===== config.mk =====
export PLATFORM = sky130hd
export DESIGN_NAME = reset_cause_recorder
export DESIGN_NICKNAME = d
export VERILOG_FILES = /design/src/rtl/reset_cause_pkg.sv /design/src/rtl/reset_cause_recorder.sv
export VERILOG_INCLUDE_DIRS = /design/src /design/src/rtl
export SDC_FILE = /design/constraint.sdc
export NUM_CORES = 1
export LEC_CHECK = 0
export BUFFER_PORTS_ARGS = -buffer_cell sky130_fd_sc_hd__buf_2
export CAP_MARGIN = 20
export CORE_AREA = 2 2 109 111
export CTS_CLUSTER_SIZE = 14
export DETAILED_ROUTE_END_ITERATION = 16
export DIE_AREA = 0 0 111 113
export PLACE_DENSITY = 0.81
export SLEW_MARGIN = 10
export SYNTH_ARGS = -nofsm -noshare
export SYNTH_HDL_FRONTEND = slang
export SYNTH_SLANG_ARGS = --single-unit

===== constraint.sdc =====
create_clock -name aclk -period 3.8 [get_ports aclk]
set_input_delay 0.38 -clock aclk [delete_from_list [all_inputs] [get_ports aclk]]
set_output_delay 0.38 -clock aclk [all_outputs]
set_load 0.05 [all_outputs]

===== src/rtl/reset_cause_map.svh =====
// Register offsets, field positions, reset values and constants of the reset cause recorder.
`ifndef RESET_CAUSE_MAP_SVH
`define RESET_CAUSE_MAP_SVH

`define PWR_FIRST_OFS    8'h00
`define PWR_SECOND_OFS   8'h04
`define STATUS_OFS       8'h08
`define CONTROL_OFS      8'h0C
`define IRQ_STATUS_OFS   8'h10
`define IRQ_MASK_OFS     8'h14

`define BIT_STACK_OVER   7
`define BIT_STACK_UNDER  6
`define BIT_WINDOW       5
`define BIT_WATCHDOG     4
`define BIT_PIN          3
`define BIT_INSTR        2
`define BIT_POWERON      1
`define BIT_BROWNOUT     0
`define BIT_MEM_VIOL     1
`define BIT_TIMEOUT      4
`define BIT_POWERDOWN    3
`define BIT_STACK_EN     0

`define PWR_FIRST_POR    8'h3C
`define BROWNOUT_HIGH_BITS 6'h0F
`define INT_VECTOR       16'h0004
`define RESP_OKAY        2'h0
`define RESP_SLVERR      2'h2

`endif


===== src/rtl/reset_cause_pkg.sv =====
// Types shared by the reset cause recorder.
package reset_cause_pkg;

  // Each field is a one-cycle event pulse from its source.
  typedef struct packed {
    logic power_on;
    logic brown_out;
    logic wdt_timeout;
    logic wdt_window;
    logic pin_reset;
    logic reset_instr;
    logic stack_over;
    logic stack_under;
    logic mem_violation;
    logic wdt_wake;
    logic int_wake;
  } reset_events_t;

  typedef enum logic {
    VEC_IDLE,
    VEC_WAIT
  } vec_state_t;

endpackage : reset_cause_pkg


===== src/rtl/reset_cause_recorder.sv =====
// Reset cause recorder with AXI4-Lite register access and wake-up program counter control.
//
// Local design decisions: the AXI4-Lite interface to the registers and the register offsets.
`timescale 1ns/1ps
`include "reset_cause_map.svh"

module reset_cause_recorder #(
  parameter int PC_W = 15
) (
  // Clock and reset
  input  wire logic                          aclk,
  input  wire logic                          aresetn,
  // AXI4-Lite write channels
  input  wire logic [7:0]                    awaddr,
  input  wire logic                          awvalid,
  output logic                               awready,
  input  wire logic [31:0]                   wdata,
  input  wire logic [3:0]                    wstrb,
  input  wire logic                          wvalid,
  output logic                               wready,
  output logic [1:0]                         bresp,
  output logic                               bvalid,
  input  wire logic                          bready,
  // AXI4-Lite read channels
  input  wire logic [7:0]                    araddr,
  input  wire logic                          arvalid,
  output logic                               arready,
  output logic [31:0]                        rdata,
  output logic [1:0]                         rresp,
  output logic                               rvalid,
  input  wire logic                          rready,
  // Reset and wake sources
  input  wire reset_cause_pkg::reset_events_t events,
  input  wire logic                          sleeping,
  input  wire logic                          global_int_enable,
  // Core program counter
  input  wire logic [PC_W-1:0]               current_pc,
  input  wire logic                          instr_done,
  output logic                               pc_load,
  output logic [PC_W-1:0]                    pc_load_addr,
  output logic                               push_return,
  output logic [PC_W-1:0]                    push_addr,
  // Flags and interrupt
  output logic                               timeout_flag,
  output logic                               powerdown_flag,
  output logic                               irq
);

  typedef struct packed {
    logic [7:0]                  power_control_first;
    logic                        memory_violation_flag;
    logic                        timeout_flag;
    logic                        powerdown_flag;
    logic                        stack_reset_enable;
    logic [10:0]                 irq_status;
    logic [10:0]                 irq_mask;
    logic                        irq;
    logic                        aw_held;
    logic [7:0]                  aw_addr;
    logic                        w_held;
    logic [31:0]                 w_data;
    logic [3:0]                  w_strb;
    logic                        awready;
    logic                        wready;
    logic                        bvalid;
    logic [1:0]                  bresp;
    logic                        arready;
    logic                        rvalid;
    logic [31:0]                 rdata;
    logic [1:0]                  rresp;
    reset_cause_pkg::vec_state_t vec_state;
    logic [PC_W-1:0]             ret_addr;
    logic                        pc_load;
    logic [PC_W-1:0]             pc_load_addr;
    logic                        push_return;
    logic [PC_W-1:0]             push_addr;
  } state_t;

  state_t st;
  state_t next_st;
  logic   any_reset;

  // ****************************************************************
  // Helpers
  // ****************************************************************

  function automatic logic [PC_W-1:0] next_addr(input logic [PC_W-1:0] a);
    return a + {{(PC_W-1){1'b0}}, 1'b1};
  endfunction : next_addr

  function automatic logic [31:0] merge(input logic [31:0] old, input logic [31:0] data,
                                        input logic [3:0] strb);
    logic [31:0] res;
    res = old;
    for (int i = 0; i < 4; i++) begin
      if (strb[i]) begin
        res[i*8 +: 8] = data[i*8 +: 8];
      end
    end
    return res;
  endfunction : merge

  function automatic logic mapped(input logic [7:0] a);
    return (a == `PWR_FIRST_OFS) || (a == `PWR_SECOND_OFS) || (a == `STATUS_OFS) ||
           (a == `CONTROL_OFS) || (a == `IRQ_STATUS_OFS) || (a == `IRQ_MASK_OFS);
  endfunction : mapped

  // Stack events only restart the core when the stack reset is enabled.
  assign any_reset = events.power_on | events.brown_out | events.wdt_timeout |
                     events.wdt_window | events.pin_reset | events.reset_instr |
                     events.mem_violation |
                     (st.stack_reset_enable & (events.stack_over | events.stack_under));

  // ****************************************************************
  // Next state
  // ****************************************************************

  always_comb begin
    logic [31:0] wr;
    logic [31:0] mask_wr;
    wr = merge(32'h0, st.w_data, st.w_strb);
    // The mask honours lanes 0 and 1; anything above bit 10 is dropped on purpose.
    mask_wr = merge({21'h0, st.irq_mask}, st.w_data, st.w_strb);
    next_st = st;
    next_st.pc_load = 1'b0;
    next_st.push_return = 1'b0;

    if (awvalid && st.awready) begin
      next_st.aw_held = 1'b1;
      next_st.aw_addr = awaddr;
      next_st.awready = 1'b0;
    end
    if (wvalid && st.wready) begin
      next_st.w_held = 1'b1;
      next_st.w_data = wdata;
      next_st.w_strb = wstrb;
      next_st.wready = 1'b0;
    end
    if (st.bvalid && bready) begin
      next_st.bvalid = 1'b0;
      next_st.awready = 1'b1;
      next_st.wready = 1'b1;
    end

    // Software writes go first so that a hardware event in the same cycle wins.
    if (st.aw_held && st.w_held && !st.bvalid) begin
      next_st.aw_held = 1'b0;
      next_st.w_held = 1'b0;
      next_st.bvalid = 1'b1;
      next_st.bresp = mapped(st.aw_addr) ? `RESP_OKAY : `RESP_SLVERR;
      if (st.w_strb[0]) begin
        unique case (st.aw_addr)
          `PWR_FIRST_OFS: next_st.power_control_first = wr[7:0];
          `PWR_SECOND_OFS: next_st.memory_violation_flag = wr[`BIT_MEM_VIOL];
          `CONTROL_OFS: next_st.stack_reset_enable = wr[`BIT_STACK_EN];
          default: ;
        endcase
      end
      if (st.aw_addr == `IRQ_STATUS_OFS) begin
        next_st.irq_status = st.irq_status & ~wr[10:0];
      end
      if (st.aw_addr == `IRQ_MASK_OFS) begin
        next_st.irq_mask = mask_wr[10:0];
      end
    end

    if (arvalid && st.arready) begin
      next_st.arready = 1'b0;
      next_st.rvalid = 1'b1;
      next_st.rresp = mapped(araddr) ? `RESP_OKAY : `RESP_SLVERR;
      next_st.rdata = 32'h0;
      unique case (araddr)
        `PWR_FIRST_OFS: next_st.rdata[7:0] = st.power_control_first;
        `PWR_SECOND_OFS: next_st.rdata[`BIT_MEM_VIOL] = st.memory_violation_flag;
        `STATUS_OFS: begin
          next_st.rdata[`BIT_TIMEOUT] = st.timeout_flag;
          next_st.rdata[`BIT_POWERDOWN] = st.powerdown_flag;
        end
        `CONTROL_OFS: next_st.rdata[`BIT_STACK_EN] = st.stack_reset_enable;
        `IRQ_STATUS_OFS: next_st.rdata[10:0] = st.irq_status;
        `IRQ_MASK_OFS: next_st.rdata[10:0] = st.irq_mask;
        default: ;
      endcase
    end
    if (st.rvalid && rready) begin
      next_st.rvalid = 1'b0;
      next_st.arready = 1'b1;
    end

    // Every source applies its own update; later lines win on a shared flag,
    // so power-on, applied last, overwrites everything else; brown-out overwrites all but the memory violation flag and the power-on bit.
    if (events.int_wake) begin
      next_st.timeout_flag = 1'b1;
      next_st.powerdown_flag = 1'b0;
    end
    if (events.pin_reset) begin
      next_st.power_control_first[`BIT_PIN] = 1'b0;
      if (sleeping) begin
        next_st.timeout_flag = 1'b1;
        next_st.powerdown_flag = 1'b0;
      end else begin
        next_st.memory_violation_flag = 1'b1;
      end
    end
    if (events.wdt_wake) begin
      next_st.timeout_flag = 1'b0;
      next_st.powerdown_flag = 1'b0;
    end
    if (events.wdt_timeout) begin
      next_st.power_control_first[`BIT_WATCHDOG] = 1'b0;
      next_st.timeout_flag = 1'b0;
    end
    if (events.wdt_window) begin
      next_st.power_control_first[`BIT_WINDOW] = 1'b0;
    end
    if (events.reset_instr) begin
      next_st.power_control_first[`BIT_INSTR] = 1'b0;
    end
    if (events.stack_over && st.stack_reset_enable) begin
      next_st.power_control_first[`BIT_STACK_OVER] = 1'b1;
    end
    if (events.stack_under && st.stack_reset_enable) begin
      next_st.power_control_first[`BIT_STACK_UNDER] = 1'b1;
    end
    if (events.mem_violation) begin
      next_st.memory_violation_flag = 1'b0;
    end
    if (events.brown_out) begin
      next_st.power_control_first[7:2] = `BROWNOUT_HIGH_BITS;
      next_st.power_control_first[`BIT_BROWNOUT] = 1'b0;
      next_st.timeout_flag = 1'b1;
      next_st.powerdown_flag = 1'b1;
    end
    if (events.power_on) begin
      next_st.power_control_first = `PWR_FIRST_POR;
      next_st.memory_violation_flag = 1'b1;
      next_st.timeout_flag = 1'b1;
      next_st.powerdown_flag = 1'b1;
    end

    // Events are sticky until cleared; a set in the clearing cycle survives.
    next_st.irq_status = next_st.irq_status | events;
    next_st.irq = |(next_st.irq_status & next_st.irq_mask);

    if (any_reset) begin
      next_st.pc_load = 1'b1;
      next_st.pc_load_addr = '0;
      next_st.vec_state = reset_cause_pkg::VEC_IDLE;
    end else if (events.wdt_wake || events.int_wake) begin
      next_st.pc_load = 1'b1;
      next_st.pc_load_addr = next_addr(current_pc);
      if (events.int_wake && global_int_enable) begin
        next_st.vec_state = reset_cause_pkg::VEC_WAIT;
        next_st.ret_addr = next_addr(next_addr(current_pc));
      end
    end else begin
      unique case (st.vec_state)
        reset_cause_pkg::VEC_IDLE: ;
        reset_cause_pkg::VEC_WAIT: begin
          if (instr_done) begin
            next_st.pc_load = 1'b1;
            next_st.pc_load_addr = PC_W'(`INT_VECTOR);
            next_st.push_return = 1'b1;
            next_st.push_addr = st.ret_addr;
            next_st.vec_state = reset_cause_pkg::VEC_IDLE;
          end
        end
      endcase
    end
  end

  // ****************************************************************
  // State register
  // ****************************************************************

  // The bus reset acts as a power-on: the flags take their power-on values.
  always_ff @(posedge aclk) begin
    if (!aresetn) begin
      st <= '0;
      st.power_control_first <= `PWR_FIRST_POR;
      st.memory_violation_flag <= 1'b1;
      st.timeout_flag <= 1'b1;
      st.powerdown_flag <= 1'b1;
      st.awready <= 1'b1;
      st.wready <= 1'b1;
      st.arready <= 1'b1;
      st.vec_state <= reset_cause_pkg::VEC_IDLE;
    end else begin
      st <= next_st;
    end
  end

  assign awready = st.awready;
  assign wready = st.wready;
  assign bvalid = st.bvalid;
  assign bresp = st.bresp;
  assign arready = st.arready;
  assign rvalid = st.rvalid;
  assign rdata = st.rdata;
  assign rresp = st.rresp;
  assign pc_load = st.pc_load;
  assign pc_load_addr = st.pc_load_addr;
  assign push_return = st.push_return;
  assign push_addr = st.push_addr;
  assign timeout_flag = st.timeout_flag;
  assign powerdown_flag = st.powerdown_flag;
  assign irq = st.irq;

  logic wake_only;
  assign wake_only = !any_reset && (events.wdt_wake || events.int_wake);
endmodule : reset_cause_recorder

### Yosys cells after proc, flatten, opt, wreduce, memory -nomap -nowiden

Cells that the tools add are included.

* add/subtract/negate cells: 2
* equality and inequality tests: 11
* mux-type cells: 42
* bitwise logic cells: 17
* reductions and logical operators: 64

Operator list (count)
* 32-bit 2-to-1 mux: 2
* 16-bit 2-to-1 mux: 3
* 2-bit nonzero test: 21
* 8-bit by 4-bit equality test with 1-bit output (second input constant): 4
* 8-bit by 5-bit equality test with 1-bit output (second input constant): 4
* 15-bit by 1-bit adder with 15-bit output (second input constant): 2
* 3-bit AND reduction: 9
* 8-bit 2-to-1 mux: 3
* 11-bit AND: 2
* 11-bit 2-to-1 mux: 2
* 22-bit 2-to-1 mux: 1
* 9-bit 2-to-1 mux: 2
* 8-bit by 3-bit equality test with 1-bit output (second input constant): 2
* 8-bit logical NOT: 2
* 1-bit 2-to-1 mux: 14
* 3-bit 2-to-1 mux: 4
* 1-bit logical OR: 11
* 11-bit inverter: 1
* 11-bit bitwise OR: 1
* 11-bit OR reduction: 1
* 1-bit logical AND: 10
* 2-bit 2-to-1 mux: 5
* 2-bit OR reduction: 5
* 3-bit case mux with 3 select lines: 1
* 13 further kinds: 24

* flip-flop bits (word level): 126

### Longest topological paths before layout

* depth after elaboration: 9
* depth in mapped cells: 9
* depth with buffers taken out: 8

### Worst setup path after synthesis

No wires, ideal clock.

* path kind: register to register
* start: reg st[127] in the netlist's numbering
* end: reg st (netlist bit irq)
* library setup time: 0.140 ns
* arrival time: 2.266 ns
* required time: 3.660 ns
* slack: 1.394 ns
* cell stages (with the launch flop): 8
* buffers on the path: 1
* clock period less this slack: 2.406 ns
* cells stage by stage: dfxtp_1 > or4_1 > buf_2 > nor4_1 > mux2i_1 > o22ai_1 > nor4_1 > a41oi_1

* longest elaborated chain between the ends: 6
* elaborated cells on any way between the ends: 8

Ends and longest elaborated chain
* start, declared: line reset_cause_recorder.sv:79 `state_t st;`
* start signal, assigned: line reset_cause_recorder.sv:289 `st <= next_st;`
* 8-bit by 5-bit equality test with 1-bit output (no line)
* 11-bit 2-to-1 mux: line reset_cause_recorder.sv:159 `` if (st.aw_addr == `IRQ_STATUS_OFS) begin ``
* 22-bit 2-to-1 mux (*): line reset_cause_recorder.sv:146 `if (st.aw_held && st.w_held && !st.bvalid) begin`
* 11-bit bitwise OR: line reset_cause_recorder.sv:242 `next_st.irq_status = next_st.irq_status | events;`
* 11-bit AND (*): line reset_cause_recorder.sv:243 `next_st.irq = |(next_st.irq_status & next_st.irq_mask);`
* 11-bit OR reduction (*): line reset_cause_recorder.sv:243

Every way passes the cells marked *; elsewhere a longest branch is shown, timed or not.
A chain may end at the register's enable or synchronous reset.

### Final worst setup path

Same ends and word-level chain as after synthesis.

==> metrics <==
outcome finished clean; Hold Path Sink wready; hold crit path type input pin to flip-flop; Critical path buffers and inverters 0; vias in the first global route 4848; register bit count reported by yosys between 100 and 150; Slew @ Worst Pin 0.931 ns; clk_lat worst skew around 0.41 ns; peak supply drop between 0.2 and 0.3 mV; Area growth syn-to-layout 13.7%; CP Max Fanout 6; asr flop ratio synth 0%; R2R Path Start st[127]; commonest non-fill, non-tap cell in the layout dfxtp_1; DR WL met2 6.50 mm; Vias between 5000 and 6000; highest-count cells in the layout ignoring fill and taps dfxtp_1, buf_2, nor2_1; EDFF count, synth 0; hold depth 2; number of buffers created by CTS 17; Final Hold Viols 0; RD Place Congestion approximately 0.9; Synthesis Warnings 0; RSZ-0062 raised after global routing false; WL per Instance between 15 and 20 um; Max-Cap Viols 0; post-CTS setup buffers 0; delay-heaviest family, CP simple AND/OR/NAND/NOR gates; area of the mapped netlist about 0.0061 mm^2; Final Setup Violations 0; grt ovf 0; Worst-path clk slew ~0.06 ns; CTS max path bufs 2; CTS Hold Buffers Added 0; relative slew slack a little over a third; first-pass GRT wire length about 24 mm; Storage cell area about 0.0025 mm^2; met3 WL roughly 1000 um; layout cells sized above 1 20.4%; fillcell total ~990; Total GRT Usage approximately a quarter; critical path's largest stage delay ~0.76 ns; Critical Path Start Type flip-flop; CP max stage cell or4_2; largest net degree at the start of global routing approximately 50; diodes inserted 0; clk sinks roughly 120; root buffer cell clkbuf_16; PwrDens ~480 mW/mm^2; Post-Route WL roughly 15 mm; Metal-1 WL 6.84 mm; DRC 0; crit share post-route 73.4%; Mapped Cells 726; Die X about 110 um; Setup CP Type flip-flop to flip-flop; Nets just under 900; Worst Skew 0.00703 ns; # port buffers around 120; DR pass1 iterations 5; crit path time final about 2.8 ns; total die area 0.0125 mm^2; Row Count 39; Hold Path Origin wvalid; worst reg2reg path endpoint irq; initial core utilization between 50% and 60%; ranking of synthesized cells by area dfxtp_1, buf_4, mux2i_1, nor2_1, nand2_1; Initial DRC Count 368; top sig layer met4; register area share after synthesis approximately 41%; CTS tree yes; Arrival @ worst endpoint a little over 3 ns; ys flop type dfxtp_1; setup slack, reg-to-reg between 1 and 1.5 ns; num ports ~160; via density per instance approximately 5.6; post-CTS sizing 0; Synth top area share about two fifths; count of cell types in the netlist 60; Leakage 3.08 nW; Routed Antenna Nets 0; core area between 0.01 and 0.015 mm^2; element type at the critical path end flip-flop; final slew viol count 0; most frequent CP cell o22ai_1; Avg Inst Size Synth 8.37 um^2; Max Fclk around 360 MHz; initial antenna violation count 0; Reg2Reg Depth 6; Hold WS between 0.15 and 0.2 ns; Final TNS setup 0 ns; area leader, netlist dfxtp_1; Crit path required time 4.04 ns; DP Wirelength 10.4 mm; Multi-input gate area ~0.003 mm^2; crit-path cells or4_1 > or4_2 > o22ai_1 > o22ai_1 > nor4_1 > a41oi_1; H-tree levels 4; Die Y between 100 and 150 um
cell type report:
cell class,count,area share (%)
clock inverter,13,2.41
clock buffer,19,6.41
tap,143,2.59
inverter,11,0.598
timing repair buffer,122,9.02
sequential,124,35.9
multi-input combinational,505,43.0
cell usage after synthesis (3+ instances only):
master and n:
inv_1 10, a21oi_1 53, xnor2_1 12, a31oi_1 5
a21boi_0 3, or2_2 3, mux2i_1 46, o21a_1 5
a22oi_1 17, nor4bb_1 5, nand2b_1 7, buf_4 66
nor2_1 81, o2bb2ai_1 3, nand4_1 12, nand2_1 75
clkbuf_1 37, a211oi_1 3, dfxtp_1 124, nand3_1 36
and4b_1 3, o22ai_1 7, and4_1 3, o21ai_0 19
o211ai_1 3, and2_1 10, nor3_1 9, o31ai_1 4
or3_1 5, and3_1 6, o21bai_1 3, nor4_1 6
xor2_1 6, or4_1 4, nand3b_1 4
routing by layer:
metal  vias to the layer above  global-route usage (%)
met2                       210                    35.7
met3                        20                    5.03
li1                       2567                       -
met4                         0                    9.17
met5                         -                       0
met1                      2420                    33.5
worst max path at each step:
stage	from	endpoint	cells after the start
final	st[127]	irq	6
after global placement	st[127]	irq	6
after floorplan	st[127]	irq	7
after detailed placement	st[127]	irq	6
after global routing	st[127]	irq	6
after CTS	st[127]	irq	6
metrics by stage:
stage / setup WS, ns / total power [W] / std cells / utilization, % / instance area (um^2)
4_1_cts: 1.04 / 0.00335 / 937 / 61.3 / 6910
2_1_floorplan: 1.39 / 0.00164 / 748 / - / 6160
6_report: 1.01 / 0.00334 / 937 / 61.3 / 6910
3_3_place_gp: 1.09 / 0.00171 / 905 / 55.9 / 6300
5_1_grt: 0.873 / 0.00346 / 937 / 61.3 / 6910
3_5_place_dp: 1.06 / 0.00171 / 905 / 55.9 / 6300
worst register-to-register path, stage by stage, from the launching register on:
cell	delay [ns]
dfxtp_1	0.32
or4_1	0.63
or4_2	0.76
o22ai_1	0.23
o22ai_1	0.11
nor4_1	0.40
a41oi_1	0.17
kinds of logic after synthesis:
logic type	count (synthesis)	share of synthesized area [%]
simple gates	280	22.6
mux	48	8.13
flops	124	40.8
xor+xnor	18	2.59
compound gates	134	13.7
fa+ha+maj	2	0.412
buf+inv	119	11.6
other cells	1	0.0617
registers in the layout, indices dropped and copies added (netlist names), 11 cells and up:
name	count
st	71
rdata	11
push_addr	15
pc_load_addr	15
where the power goes:
| group | internal, W | total [W] | switching, W | leakage [nW] |
|---|---|---|---|---|
| Combinational | 0.0000967 | 0.000324 | 0.000227 | 1.78 |
| Sequential | 0.00133 | 0.00137 | 0.0000334 | 1.01 |
| Clock | 0.00105 | 0.00164 | 0.000592 | 0.290 |
Note: power is estimated with default switching activity, not from simulation.
